==> src/rtl/tvs_pkg.sv <==
// Package of constants shared by the tone and volume sound generator
package tvs_pkg;
   // Clock rates and the derived sound clock divider
   localparam int unsigned HCLK_HZ     = 40_000_000;   // Bus clock rate
   localparam int unsigned SND_CLK_HZ  = 10_000_000;   // Sound input clock rate
   localparam int unsigned SND_DIV     = HCLK_HZ / SND_CLK_HZ;
   localparam int unsigned DIV_W       = 2;            // Holds SND_DIV - 1
   localparam logic [1:0]  DIV_LAST    = 2'(SND_DIV - 1);
   localparam logic [1:0]  DIV_ZERO    = 2'h0;

   // Counter widths
   localparam int unsigned PER_W       = 9;            // Period counter
   localparam int unsigned TONE_W      = 6;            // Tone counter

   // Register indices (byte address is four times the index)
   localparam logic [17:0] IDX_CTRL    = 18'h0FFA5;    // sound_control
   localparam logic [17:0] IDX_VOL     = 18'h0FFA6;    // volume_target
   localparam logic [17:0] IDX_PER     = 18'h0FFA8;    // pwm_period_target
   localparam logic [17:0] IDX_TONE    = 18'h0FFAA;    // tone_divider_target

   // Control register fields and reset values
   localparam int unsigned CTRL_GATE_BIT = 4;          // clock_gate_on
   localparam int unsigned CTRL_MIX_BIT  = 1;          // output_mix_select
   localparam logic [7:0]  CTRL_RST      = 8'h00;
   localparam logic [15:0] REG16_RST     = 16'h0000;

   // AHB-Lite encodings
   localparam logic [1:0]  HTRANS_NONSEQ = 2'h2;
   localparam logic [1:0]  HTRANS_SEQ    = 2'h3;
   localparam logic        HRESP_OKAY    = 1'h0;
   localparam logic [31:0] RDATA_ZERO    = 32'h00000000;
endpackage

==> src/rtl/tvs_counter.sv <==
// Up counter that wraps to zero when it equals its compare target
`timescale 1ns/10ps
module tvs_counter #(
   parameter int unsigned W = 9
) (
   // Clock and reset
   input  wire logic         clk,
   input  wire logic         rst_n,
   // Control
   input  wire logic         clr,
   input  wire logic         tick,
   input  wire logic [W-1:0] target,
   // Status
   output logic [W-1:0]      next,
   output logic              wrap
);
   logic [W-1:0] count_q;    // Current count

   // Match with the compare target, qualified by the count enable
   assign wrap = tick && (count_q == target);

   // Next value: cleared, wrapped, stepped or held
   always_comb begin
      if (clr) begin
         next = '0;
      end else if (wrap) begin
         next = '0;
      end else if (tick) begin
         next = W'(count_q + 1'b1);
      end else begin
         next = count_q;
      end
   end

   // Count register
   always_ff @(posedge clk or negedge rst_n) begin
      if (!rst_n) begin
         count_q <= '0;
      end else begin
         count_q <= next;
      end
   end
endmodule

==> src/rtl/tvs_sound_gen.sv <==
// Tone and volume sound generator with AHB-Lite register slave
//
// Functional notes
// - Volume writes go via a compare buffer
// - PWM set on period match, cleared at volume
// - Mix clear: tone and PWM on separate pins
// - Control bit 1 selects separate or composite
// - Composite output is PWM AND tone
// - Period and tone buffers update only in step with tone
// - Period match clocks tone counter and PWM
// - Volume above period gives full duty
// - Zero volume stops PWM promptly
// - Control is 8 bits, resets to zero
// - Control bit 4 gates the sound clock
// - Target registers ignore writes while gated off
// - Period register 9 bits, upper bits zero
// - Tone register 6 bits, cleared by reset
// - Volume register 9 bits, resets to zero
// - Target reads return last value written while gated on
// - Counters wrap at buffer; tone divided by two
// - Sound clock is bus clock divided down
// - Zero volume reaches buffer next sound tick
// - Non-zero volume loads at tone counter match
`timescale 1ns/10ps
module tvs_sound_gen #(
   parameter int unsigned ADDR_W = 20
) (
   // Clock and reset
   input  wire logic              hclk,
   input  wire logic              hresetn,
   // AHB-Lite slave
   input  wire logic              hsel,
   input  wire logic [ADDR_W-1:0] haddr,
   input  wire logic [1:0]        htrans,
   input  wire logic              hwrite,
   input  wire logic [2:0]        hsize,
   input  wire logic [31:0]       hwdata,
   input  wire logic              hready,
   output logic                   hreadyout,
   output logic                   hresp,
   output logic [31:0]            hrdata,
   // Sound pins
   output logic                   tone_out_pin,
   output logic                   amplitude_out_pin
);
   localparam int unsigned PW = tvs_pkg::PER_W;
   localparam int unsigned TW = tvs_pkg::TONE_W;

   // Software registers
   logic [7:0]    ctrl_q, ctrl_d;        // sound_control
   logic [PW-1:0] vol_q, vol_d;          // volume_target
   logic [PW-1:0] per_q, per_d;          // pwm_period_target
   logic [TW-1:0] tone_q, tone_d;        // tone_divider_target

   // Hardware buffers used by the generator
   logic [PW-1:0] vol_buf_q;             // Volume compare buffer
   logic [PW-1:0] per_buf_q;             // Period compare buffer
   logic [TW-1:0] tone_buf_q;            // Tone compare buffer

   // Generator state
   logic [1:0]    div_q;                 // Sound clock divider
   logic          tick;                  // One-cycle sound clock enable
   logic          gate;                  // clock_gate_on
   logic          mix;                   // output_mix_select
   logic [PW-1:0] per_next;              // Period counter next value
   logic          per_wrap;              // Period match pulse
   logic          tone_wrap;             // Tone counter match pulse
   logic          tone_sig_q;            // tone_signal, divide-by-two stage
   logic          pwm_q;                 // volume_signal, set/reset flop

   // Bus data phase state
   logic          wr_pend_q;             // Write in data phase
   logic [17:0]   wr_idx_q;              // Index of that write
   logic          addr_ok;               // Valid address phase
   logic [17:0]   a_idx;                 // Index of address phase

   assign gate = ctrl_q[tvs_pkg::CTRL_GATE_BIT];
   assign mix  = ctrl_q[tvs_pkg::CTRL_MIX_BIT];

   // Address phase accepted on selected NONSEQ or SEQ with bus ready
   assign addr_ok = hsel && hready &&
                    (htrans == tvs_pkg::HTRANS_NONSEQ || htrans == tvs_pkg::HTRANS_SEQ);
   assign a_idx   = haddr[19:2];

   // Capture write address phase for the following data phase
   always_ff @(posedge hclk or negedge hresetn) begin
      if (!hresetn) begin
         wr_pend_q <= 1'b0;
         wr_idx_q  <= '0;
      end else if (hready) begin
         wr_pend_q <= addr_ok && hwrite;
         wr_idx_q  <= a_idx;
      end
   end

   // Next register values; only writable bits are stored
   always_comb begin
      ctrl_d = ctrl_q;
      vol_d  = vol_q;
      per_d  = per_q;
      tone_d = tone_q;
      if (wr_pend_q) begin
         case (wr_idx_q)
            tvs_pkg::IDX_CTRL: begin
               // Bit 0 and unused bits stay zero whatever is written
               ctrl_d = tvs_pkg::CTRL_RST;
               ctrl_d[tvs_pkg::CTRL_GATE_BIT] = hwdata[tvs_pkg::CTRL_GATE_BIT];
               ctrl_d[tvs_pkg::CTRL_MIX_BIT]  = hwdata[tvs_pkg::CTRL_MIX_BIT];
            end
            tvs_pkg::IDX_VOL: begin
               if (gate) begin
                  vol_d = hwdata[PW-1:0];
               end
            end
            tvs_pkg::IDX_PER: begin
               if (gate) begin
                  per_d = hwdata[PW-1:0];
               end
            end
            tvs_pkg::IDX_TONE: begin
               if (gate) begin
                  tone_d = hwdata[TW-1:0];
               end
            end
            default: begin
               // Unmapped writes are dropped
            end
         endcase
      end
   end

   // Software register file
   always_ff @(posedge hclk or negedge hresetn) begin
      if (!hresetn) begin
         ctrl_q <= tvs_pkg::CTRL_RST;
         vol_q  <= tvs_pkg::REG16_RST[PW-1:0];
         per_q  <= tvs_pkg::REG16_RST[PW-1:0];
         tone_q <= tvs_pkg::REG16_RST[TW-1:0];
      end else begin
         ctrl_q <= ctrl_d;
         vol_q  <= vol_d;
         per_q  <= per_d;
         tone_q <= tone_d;
      end
   end

   // Read data taken from next values so a read right after a write sees it
   always_ff @(posedge hclk or negedge hresetn) begin
      if (!hresetn) begin
         hrdata <= tvs_pkg::RDATA_ZERO;
      end else if (hready) begin
         hrdata <= tvs_pkg::RDATA_ZERO;
         if (addr_ok && !hwrite) begin
            case (a_idx)
               tvs_pkg::IDX_CTRL: hrdata <= 32'(ctrl_d);
               tvs_pkg::IDX_VOL:  hrdata <= 32'(vol_d);
               tvs_pkg::IDX_PER:  hrdata <= 32'(per_d);
               tvs_pkg::IDX_TONE: hrdata <= 32'(tone_d);
               default:           hrdata <= tvs_pkg::RDATA_ZERO;
            endcase
         end
      end
   end

   // Slave never stalls and always answers OKAY
   always_ff @(posedge hclk or negedge hresetn) begin
      if (!hresetn) begin
         hreadyout <= 1'b1;
         hresp     <= tvs_pkg::HRESP_OKAY;
      end else begin
         hreadyout <= 1'b1;
         hresp     <= tvs_pkg::HRESP_OKAY;
      end
   end

   // Sound clock enable; divider idles at zero while gated off
   always_ff @(posedge hclk or negedge hresetn) begin
      if (!hresetn) begin
         div_q <= tvs_pkg::DIV_ZERO;
      end else if (!gate) begin
         div_q <= tvs_pkg::DIV_ZERO;
      end else if (div_q == tvs_pkg::DIV_LAST) begin
         div_q <= tvs_pkg::DIV_ZERO;
      end else begin
         div_q <= div_q + 2'h1;
      end
   end
   assign tick = gate && (div_q == tvs_pkg::DIV_LAST);

   // Period counter, stepped by the sound clock
   tvs_counter #(.W(PW)) u_per_cnt (
      .clk    (hclk),
      .rst_n  (hresetn),
      .clr    (!gate),
      .tick   (tick),
      .target (per_buf_q),
      .next   (per_next),
      .wrap   (per_wrap)
   );

   // Tone counter, stepped by the period match pulse
   tvs_counter #(.W(TW)) u_tone_cnt (
      .clk    (hclk),
      .rst_n  (hresetn),
      .clr    (!gate),
      .tick   (per_wrap),
      .target (tone_buf_q),
      .next   (),
      .wrap   (tone_wrap)
   );

   // Divide-by-two stage gives a square tone
   always_ff @(posedge hclk or negedge hresetn) begin
      if (!hresetn) begin
         tone_sig_q <= 1'b0;
      end else if (!gate) begin
         tone_sig_q <= 1'b0;
      end else if (tone_wrap) begin
         tone_sig_q <= !tone_sig_q;
      end
   end

   // Frequency buffers follow the registers only at tone edges
   always_ff @(posedge hclk or negedge hresetn) begin
      if (!hresetn) begin
         per_buf_q  <= '0;
         tone_buf_q <= '0;
      end else if (!gate) begin
         per_buf_q  <= '0;
         tone_buf_q <= '0;
      end else if (tone_wrap) begin
         per_buf_q  <= per_q;
         tone_buf_q <= tone_q;
      end
   end

   // Volume buffer: zero loads on the next sound tick, other values wait for a tone edge
   always_ff @(posedge hclk or negedge hresetn) begin
      if (!hresetn) begin
         vol_buf_q <= '0;
      end else if (!gate) begin
         vol_buf_q <= '0;
      end else if (tick && vol_q == '0) begin
         vol_buf_q <= '0;
      end else if (tone_wrap) begin
         vol_buf_q <= vol_q;
      end
   end

   // PWM flop: cleared when the next count reaches the volume, set on wrap.
   // Comparing the next count gives exactly volume/(period+1) duty.
   always_ff @(posedge hclk or negedge hresetn) begin
      if (!hresetn) begin
         pwm_q <= 1'b0;
      end else if (!gate) begin
         pwm_q <= 1'b0;
      end else if (tick) begin
         if (vol_buf_q == '0 || per_next == vol_buf_q) begin
            pwm_q <= 1'b0;
         end else if (per_wrap) begin
            pwm_q <= 1'b1;
         end
      end
   end

   // Pin drivers, registered; amplitude pin rests low in composite mode
   always_ff @(posedge hclk or negedge hresetn) begin
      if (!hresetn) begin
         tone_out_pin      <= 1'b0;
         amplitude_out_pin <= 1'b0;
      end else if (!gate) begin
         tone_out_pin      <= 1'b0;
         amplitude_out_pin <= 1'b0;
      end else if (mix) begin
         tone_out_pin      <= tone_sig_q && pwm_q;
         amplitude_out_pin <= 1'b0;
      end else begin
         tone_out_pin      <= tone_sig_q;
         amplitude_out_pin <= pwm_q;
      end
   end

   // Checks
   vol_zero_low_a: assert property (@(posedge hclk) disable iff (!hresetn)
      (gate && tick && vol_buf_q == '0) |=> !pwm_q)
      else $error("pwm high with zero volume buffer");

   zero_stop_a: assert property (@(posedge hclk) disable iff (!hresetn)
      (gate && vol_q == '0 && vol_buf_q != '0 && $stable(ctrl_q)) |-> ##[1:4] (vol_buf_q == '0))
      else $error("zero volume not loaded within one sound tick");

   full_duty_a: assert property (@(posedge hclk) disable iff (!hresetn)
      (gate && tick && pwm_q && vol_buf_q > per_buf_q) |=> pwm_q)
      else $error("pwm dropped with volume above period");

   gated_pins_a: assert property (@(posedge hclk) disable iff (!hresetn)
      !gate |=> (!tone_out_pin && !amplitude_out_pin))
      else $error("pins active while gated off");

   composite_and_a: assert property (@(posedge hclk) disable iff (!hresetn)
      (gate && mix) |=> (tone_out_pin == ($past(tone_sig_q) && $past(pwm_q))))
      else $error("composite output not tone and pwm");

   separate_pins_a: assert property (@(posedge hclk) disable iff (!hresetn)
      (gate && !mix) |=> (tone_out_pin == $past(tone_sig_q) && amplitude_out_pin == $past(pwm_q)))
      else $error("separate outputs wrong");

   buf_sync_a: assert property (@(posedge hclk) disable iff (!hresetn)
      (gate && $past(gate) && (per_buf_q != $past(per_buf_q) || tone_buf_q != $past(tone_buf_q)))
      |-> $past(tone_wrap))
      else $error("frequency buffer changed off a tone edge");

   tone_toggle_a: assert property (@(posedge hclk) disable iff (!hresetn)
      (gate && $past(gate) && tone_sig_q != $past(tone_sig_q)) |-> $past(tone_wrap))
      else $error("tone toggled without tone match");

   gated_write_a: assert property (@(posedge hclk) disable iff (!hresetn)
      (wr_pend_q && !gate && wr_idx_q == tvs_pkg::IDX_VOL) |=> $stable(vol_q))
      else $error("volume written while gated off");

   tick_space_a: assert property (@(posedge hclk) disable iff (!hresetn)
      tick |=> !tick [*3])
      else $error("sound tick spacing wrong");

   // A non-zero volume may only reach the buffer on a tone edge
   vol_sync_a: assert property (@(posedge hclk) disable iff (!hresetn)
      (gate && $past(gate) && vol_buf_q != $past(vol_buf_q) && vol_buf_q != '0) |-> $past(tone_wrap))
      else $error("volume buffer loaded off a tone edge");

   // Period counter never runs past its compare buffer
   per_range_a: assert property (@(posedge hclk) disable iff (!hresetn)
      per_next <= per_buf_q)
      else $error("period count beyond its buffer");

   // Each period match raises the PWM while volume is non-zero
   pwm_set_a: assert property (@(posedge hclk) disable iff (!hresetn)
      (gate && per_wrap && vol_buf_q != '0) |=> pwm_q)
      else $error("pwm not set on period match");

   // Once silenced with a zero buffer the PWM stays low
   silent_hold_a: assert property (@(posedge hclk) disable iff (!hresetn)
      (vol_buf_q == '0 && !pwm_q) |=> !pwm_q)
      else $error("pwm rose with zero volume buffer");

   // Composite mode keeps the amplitude pin quiet
   mix_amp_low_a: assert property (@(posedge hclk) disable iff (!hresetn)
      (gate && mix) |=> !amplitude_out_pin)
      else $error("amplitude pin active in composite mode");
endmodule

==> config.mk <==
export PLATFORM = sky130hd
export DESIGN_NAME = tvs_sound_gen
export DESIGN_NICKNAME = d
export VERILOG_FILES = /design/src/rtl/tvs_pkg.sv /design/src/rtl/tvs_counter.sv /design/src/rtl/tvs_sound_gen.sv
export SDC_FILE = /design/constraint.sdc
export NUM_CORES = 1
export LEC_CHECK = 0
export BUFFER_PORTS_ARGS = -buffer_cell sky130_fd_sc_hd__buf_2
export CAP_MARGIN = 25
export CORE_MARGIN = 2
export CORE_UTILIZATION = 45
export CTS_CLUSTER_SIZE = 8
export DETAILED_ROUTE_END_ITERATION = 16
export PLACE_DENSITY = 0.65
export SLEW_MARGIN = 20
export SYNTH_ARGS = -nofsm -noshare
export SYNTH_HDL_FRONTEND = slang
export SYNTH_SLANG_ARGS = --single-unit
==> constraint.sdc <==
create_clock -name hclk -period 4.8 [get_ports hclk]
set_input_delay 0.72 -clock hclk [delete_from_list [all_inputs] [get_ports hclk]]
set_output_delay 0.72 -clock hclk [all_outputs]
set_load 0.005 [all_outputs]
==> metrics.csv <==
metric,value,unit
Main synth FF type,dfrtp_1,
max-cap check violation count,0,
TritonCTS Sinks,105,
Post-CTS Setup Bufs,0,
first-pass GRT wire length,19400,um
Post-CTS Hold Buffers,0,
via/cell ratio,5.68,
full die area,12500,um^2
"CTS clk-pin slew, worst paths",0.07,ns
Final Hold Viols,0,
diode count,0,
worst r2r path cells,6,
post-layout min period,2.90,ns
worst slew pin tran,0.992,ns
Final setup violation count,0,
FP Rows,39,
Antenna Nets Post-Route,0,
Starting Density,46.1,%
CTS tree,yes,
setup_tns,0,ns
fin. max-slew vios,0,
R2R Setup Slk,1.90,ns
Clock Skew,0.00967,ns
number of port buffers,43,
Final HPWL DP,8440,um
crit path max fanout,19,
nets,578,
Peak supply drop,0.000209,V
Startpoint Class,flop,
Synth warnings,0,
outcome,finished clean,
vias in the first global route,3681,
Crit Path Class,reg -> reg,
Min-Delay Path Class,reg -> reg,
power per cell area,347,nW/um^2
Area Overhead vs Synth,11.5,%
f_max,0.345,GHz
Iter 0 DRT Violations,156,
reg2reg start,ctrl_q[4],
number of remaining DRC errors,0,
Fillers,1009,
CP Launch Point,ctrl_q[4],
FF-to-FF End,hrdata[8],
Crit. End Element,flop,
"EDFF count, synth",0,
hold depth,1,
I/O pin count,98,
GRT overflow,0,
final wirelength,11400,um
Slew HR,33.5,%
Via Count,3756,
core area,11400,um^2
detailed-route wire length per cell,17.3,um
clk root buf,clkbuf_16,
fin crit share,60.4,%
Max Buffers Root-to-Sink,2,
Die W,112,um
leading post-synthesis cells by cell area,"dfrtp_1 50%, mux2_2 7.3%, a22o_1 3.8%",
post-synthesis sequential area ratio,50.1,%
mean area per synthesized cell,11.1,um^2
share of cells above drive strength 1,22.2,%
cell taking the most area after synthesis,dfrtp_1,
Mapped Cells,474,
critical path capture point,hrdata[8],
count of cell types in the netlist,59,
Leak,2.55,nW
RSZ-0062 raised after global routing,false,
CTS buffer count,9,
worst hold slack,0.426,ns
Critical Path AT,3.11,ns
Synth top area share,50.1,%
Resize count post-CTS,0,
first drt pass iteration count,4,
"Req. time, crit path",5.01,ns
#FFs+latches synth,105,
cell area after synthesis,5240,um^2
routability cong.,0.888,
Worst-Skew Late Latency,0.35,ns
chip height,112,um
asr flop ratio synth,100,%
Tot GR Track Use,19.5,%
H-tree lvl count,3,
pin count of the biggest net entering global routing,72,
initial antenna violation count,0,
worst max-delay path, cell delays in order (launching register included):
cell and delay [ns]:
dfrtp_1 0.84, inv_1 0.29, nor3_1 0.52, and3_2 0.34, mux2_2 0.36, a32oi_1 0.29, o22ai_1 0.11
layer usage:
| layer | part of all wire [%] | vias to the layer above | global-route usage [%] | wire length [um] |
|---|---|---|---|---|
| li1 | - | 1801 | - | - |
| met1 | 46 | 1840 | 26.1 | 5270 |
| met2 | 48 | 103 | 31.0 | 5520 |
| met3 | 4.4 | 12 | 4.63 | 508 |
| met4 | 1.3 | 0 | 7.40 | 153 |
| met5 | 0 | - | 0 | 0 |
logic make-up (layout without fill, tap and decap cells):
logic type               Yosys count  count (layout)  share of synthesized area [%]
XOR/XNOR                          20              20                           3.34
AO/OA/AOI/OAI                    110             110                           15.4
buffers and inverters             57              78                           6.16
flip-flops                       105             105                           50.1
AND/OR/NAND/NOR                  137             137                           15.5
other                              2              25                          0.143
adder cells (fa/ha/maj)            3               3                          0.716
multiplexers                      40              40                           8.64
cell type report:
type                            instances  area [um^2]  share of cell area, %
Sequential cell                       105         2630                   45.0
Multi-Input combinational cell        335         2380                   40.7
Timing Repair Buffer                   47          248                   4.24
Clock buffer                            9          225                   3.85
Tap cell                              143          179                   3.06
Clock inverter                          7          130                   2.23
Inverter                               15         56.3                  0.963
synthesized netlist by cell type (all sizes together) (4+ instances only):
cell / n
nand4: 16
or4: 4
and3: 4
nor3: 11
xnor2: 18
inv: 15
nor2: 11
nor2b: 5
mux2i: 4
o22ai: 6
nor4: 4
a22o: 23
and2: 9
mux2: 36
clkbuf: 9
a21oi: 18
nand3: 18
nand4b: 7
buf: 33
a32oi: 10
nand2b: 7
a21boi: 4
dfrtp: 105
o21ai: 25
nand2: 31
sequential cells by signal, summed over array words and instances (netlist names), 8 cells and up:
| register | flops |
|---|---|
| u_per_cnt.count_q | 9 |
| vol_q | 9 |
| per_q | 9 |
| hrdata | 9 |
| wr_idx_q | 18 |
| per_buf_q | 9 |
| vol_buf_q | 9 |
| ctrl_q | 8 |
power breakdown:
| part | switching [W] | internal, W |
|---|---|---|
| sequential | 0.0000423 | 0.000927 |
| clock | 0.000335 | 0.000515 |
| combinational | 0.000125 | 0.0000858 |
| total | 0.000502 | 0.00153 |
through the flow:
stage | util [%] | std cells | instance area [um^2] | total power, W | setup WS [ns]
detailed placement | 48.3 | 645 | 5490 | 0.00120 | 1.70
global route | 51.4 | 661 | 5840 | 0.00212 | 1.71
finish | 51.4 | 661 | 5840 | 0.00203 | 1.90
global placement | 48.3 | 645 | 5490 | 0.00119 | 1.71
CTS | 51.4 | 661 | 5840 | 0.00205 | 1.95
floorplan | - | 497 | 5330 | 0.00113 | 2.47
worst min-delay path by stage:
stage | slack, ns | end | startpoint
CTS | 0.43 | div_q[0] | div_q[0]
detailed placement | 0.42 | div_q[0] | div_q[0]
global placement | 0.42 | div_q[0] | div_q[0]
global route | 0.47 | div_q[0] | div_q[0]
finish | 0.43 | div_q[0] | div_q[0]
floorplan | 0.40 | div_q[0] | div_q[0]
placed cells by master, fill, tap and decap left out, types with 9 or more instances in the layout:
cell	n
dfrtp_1	105
buf_2	42
mux2_2	34
nand2_1	31
conb_1	25
o21ai_0	23
a22o_1	23
xnor2_1	18
nand3_1	18
a21oi_1	18
inv_1	15
nand4_1	15
nor2_1	11
nor3_1	11
a32oi_1	10
clkbuf_16	9
Note: power is estimated with default switching activity, not from simulation.
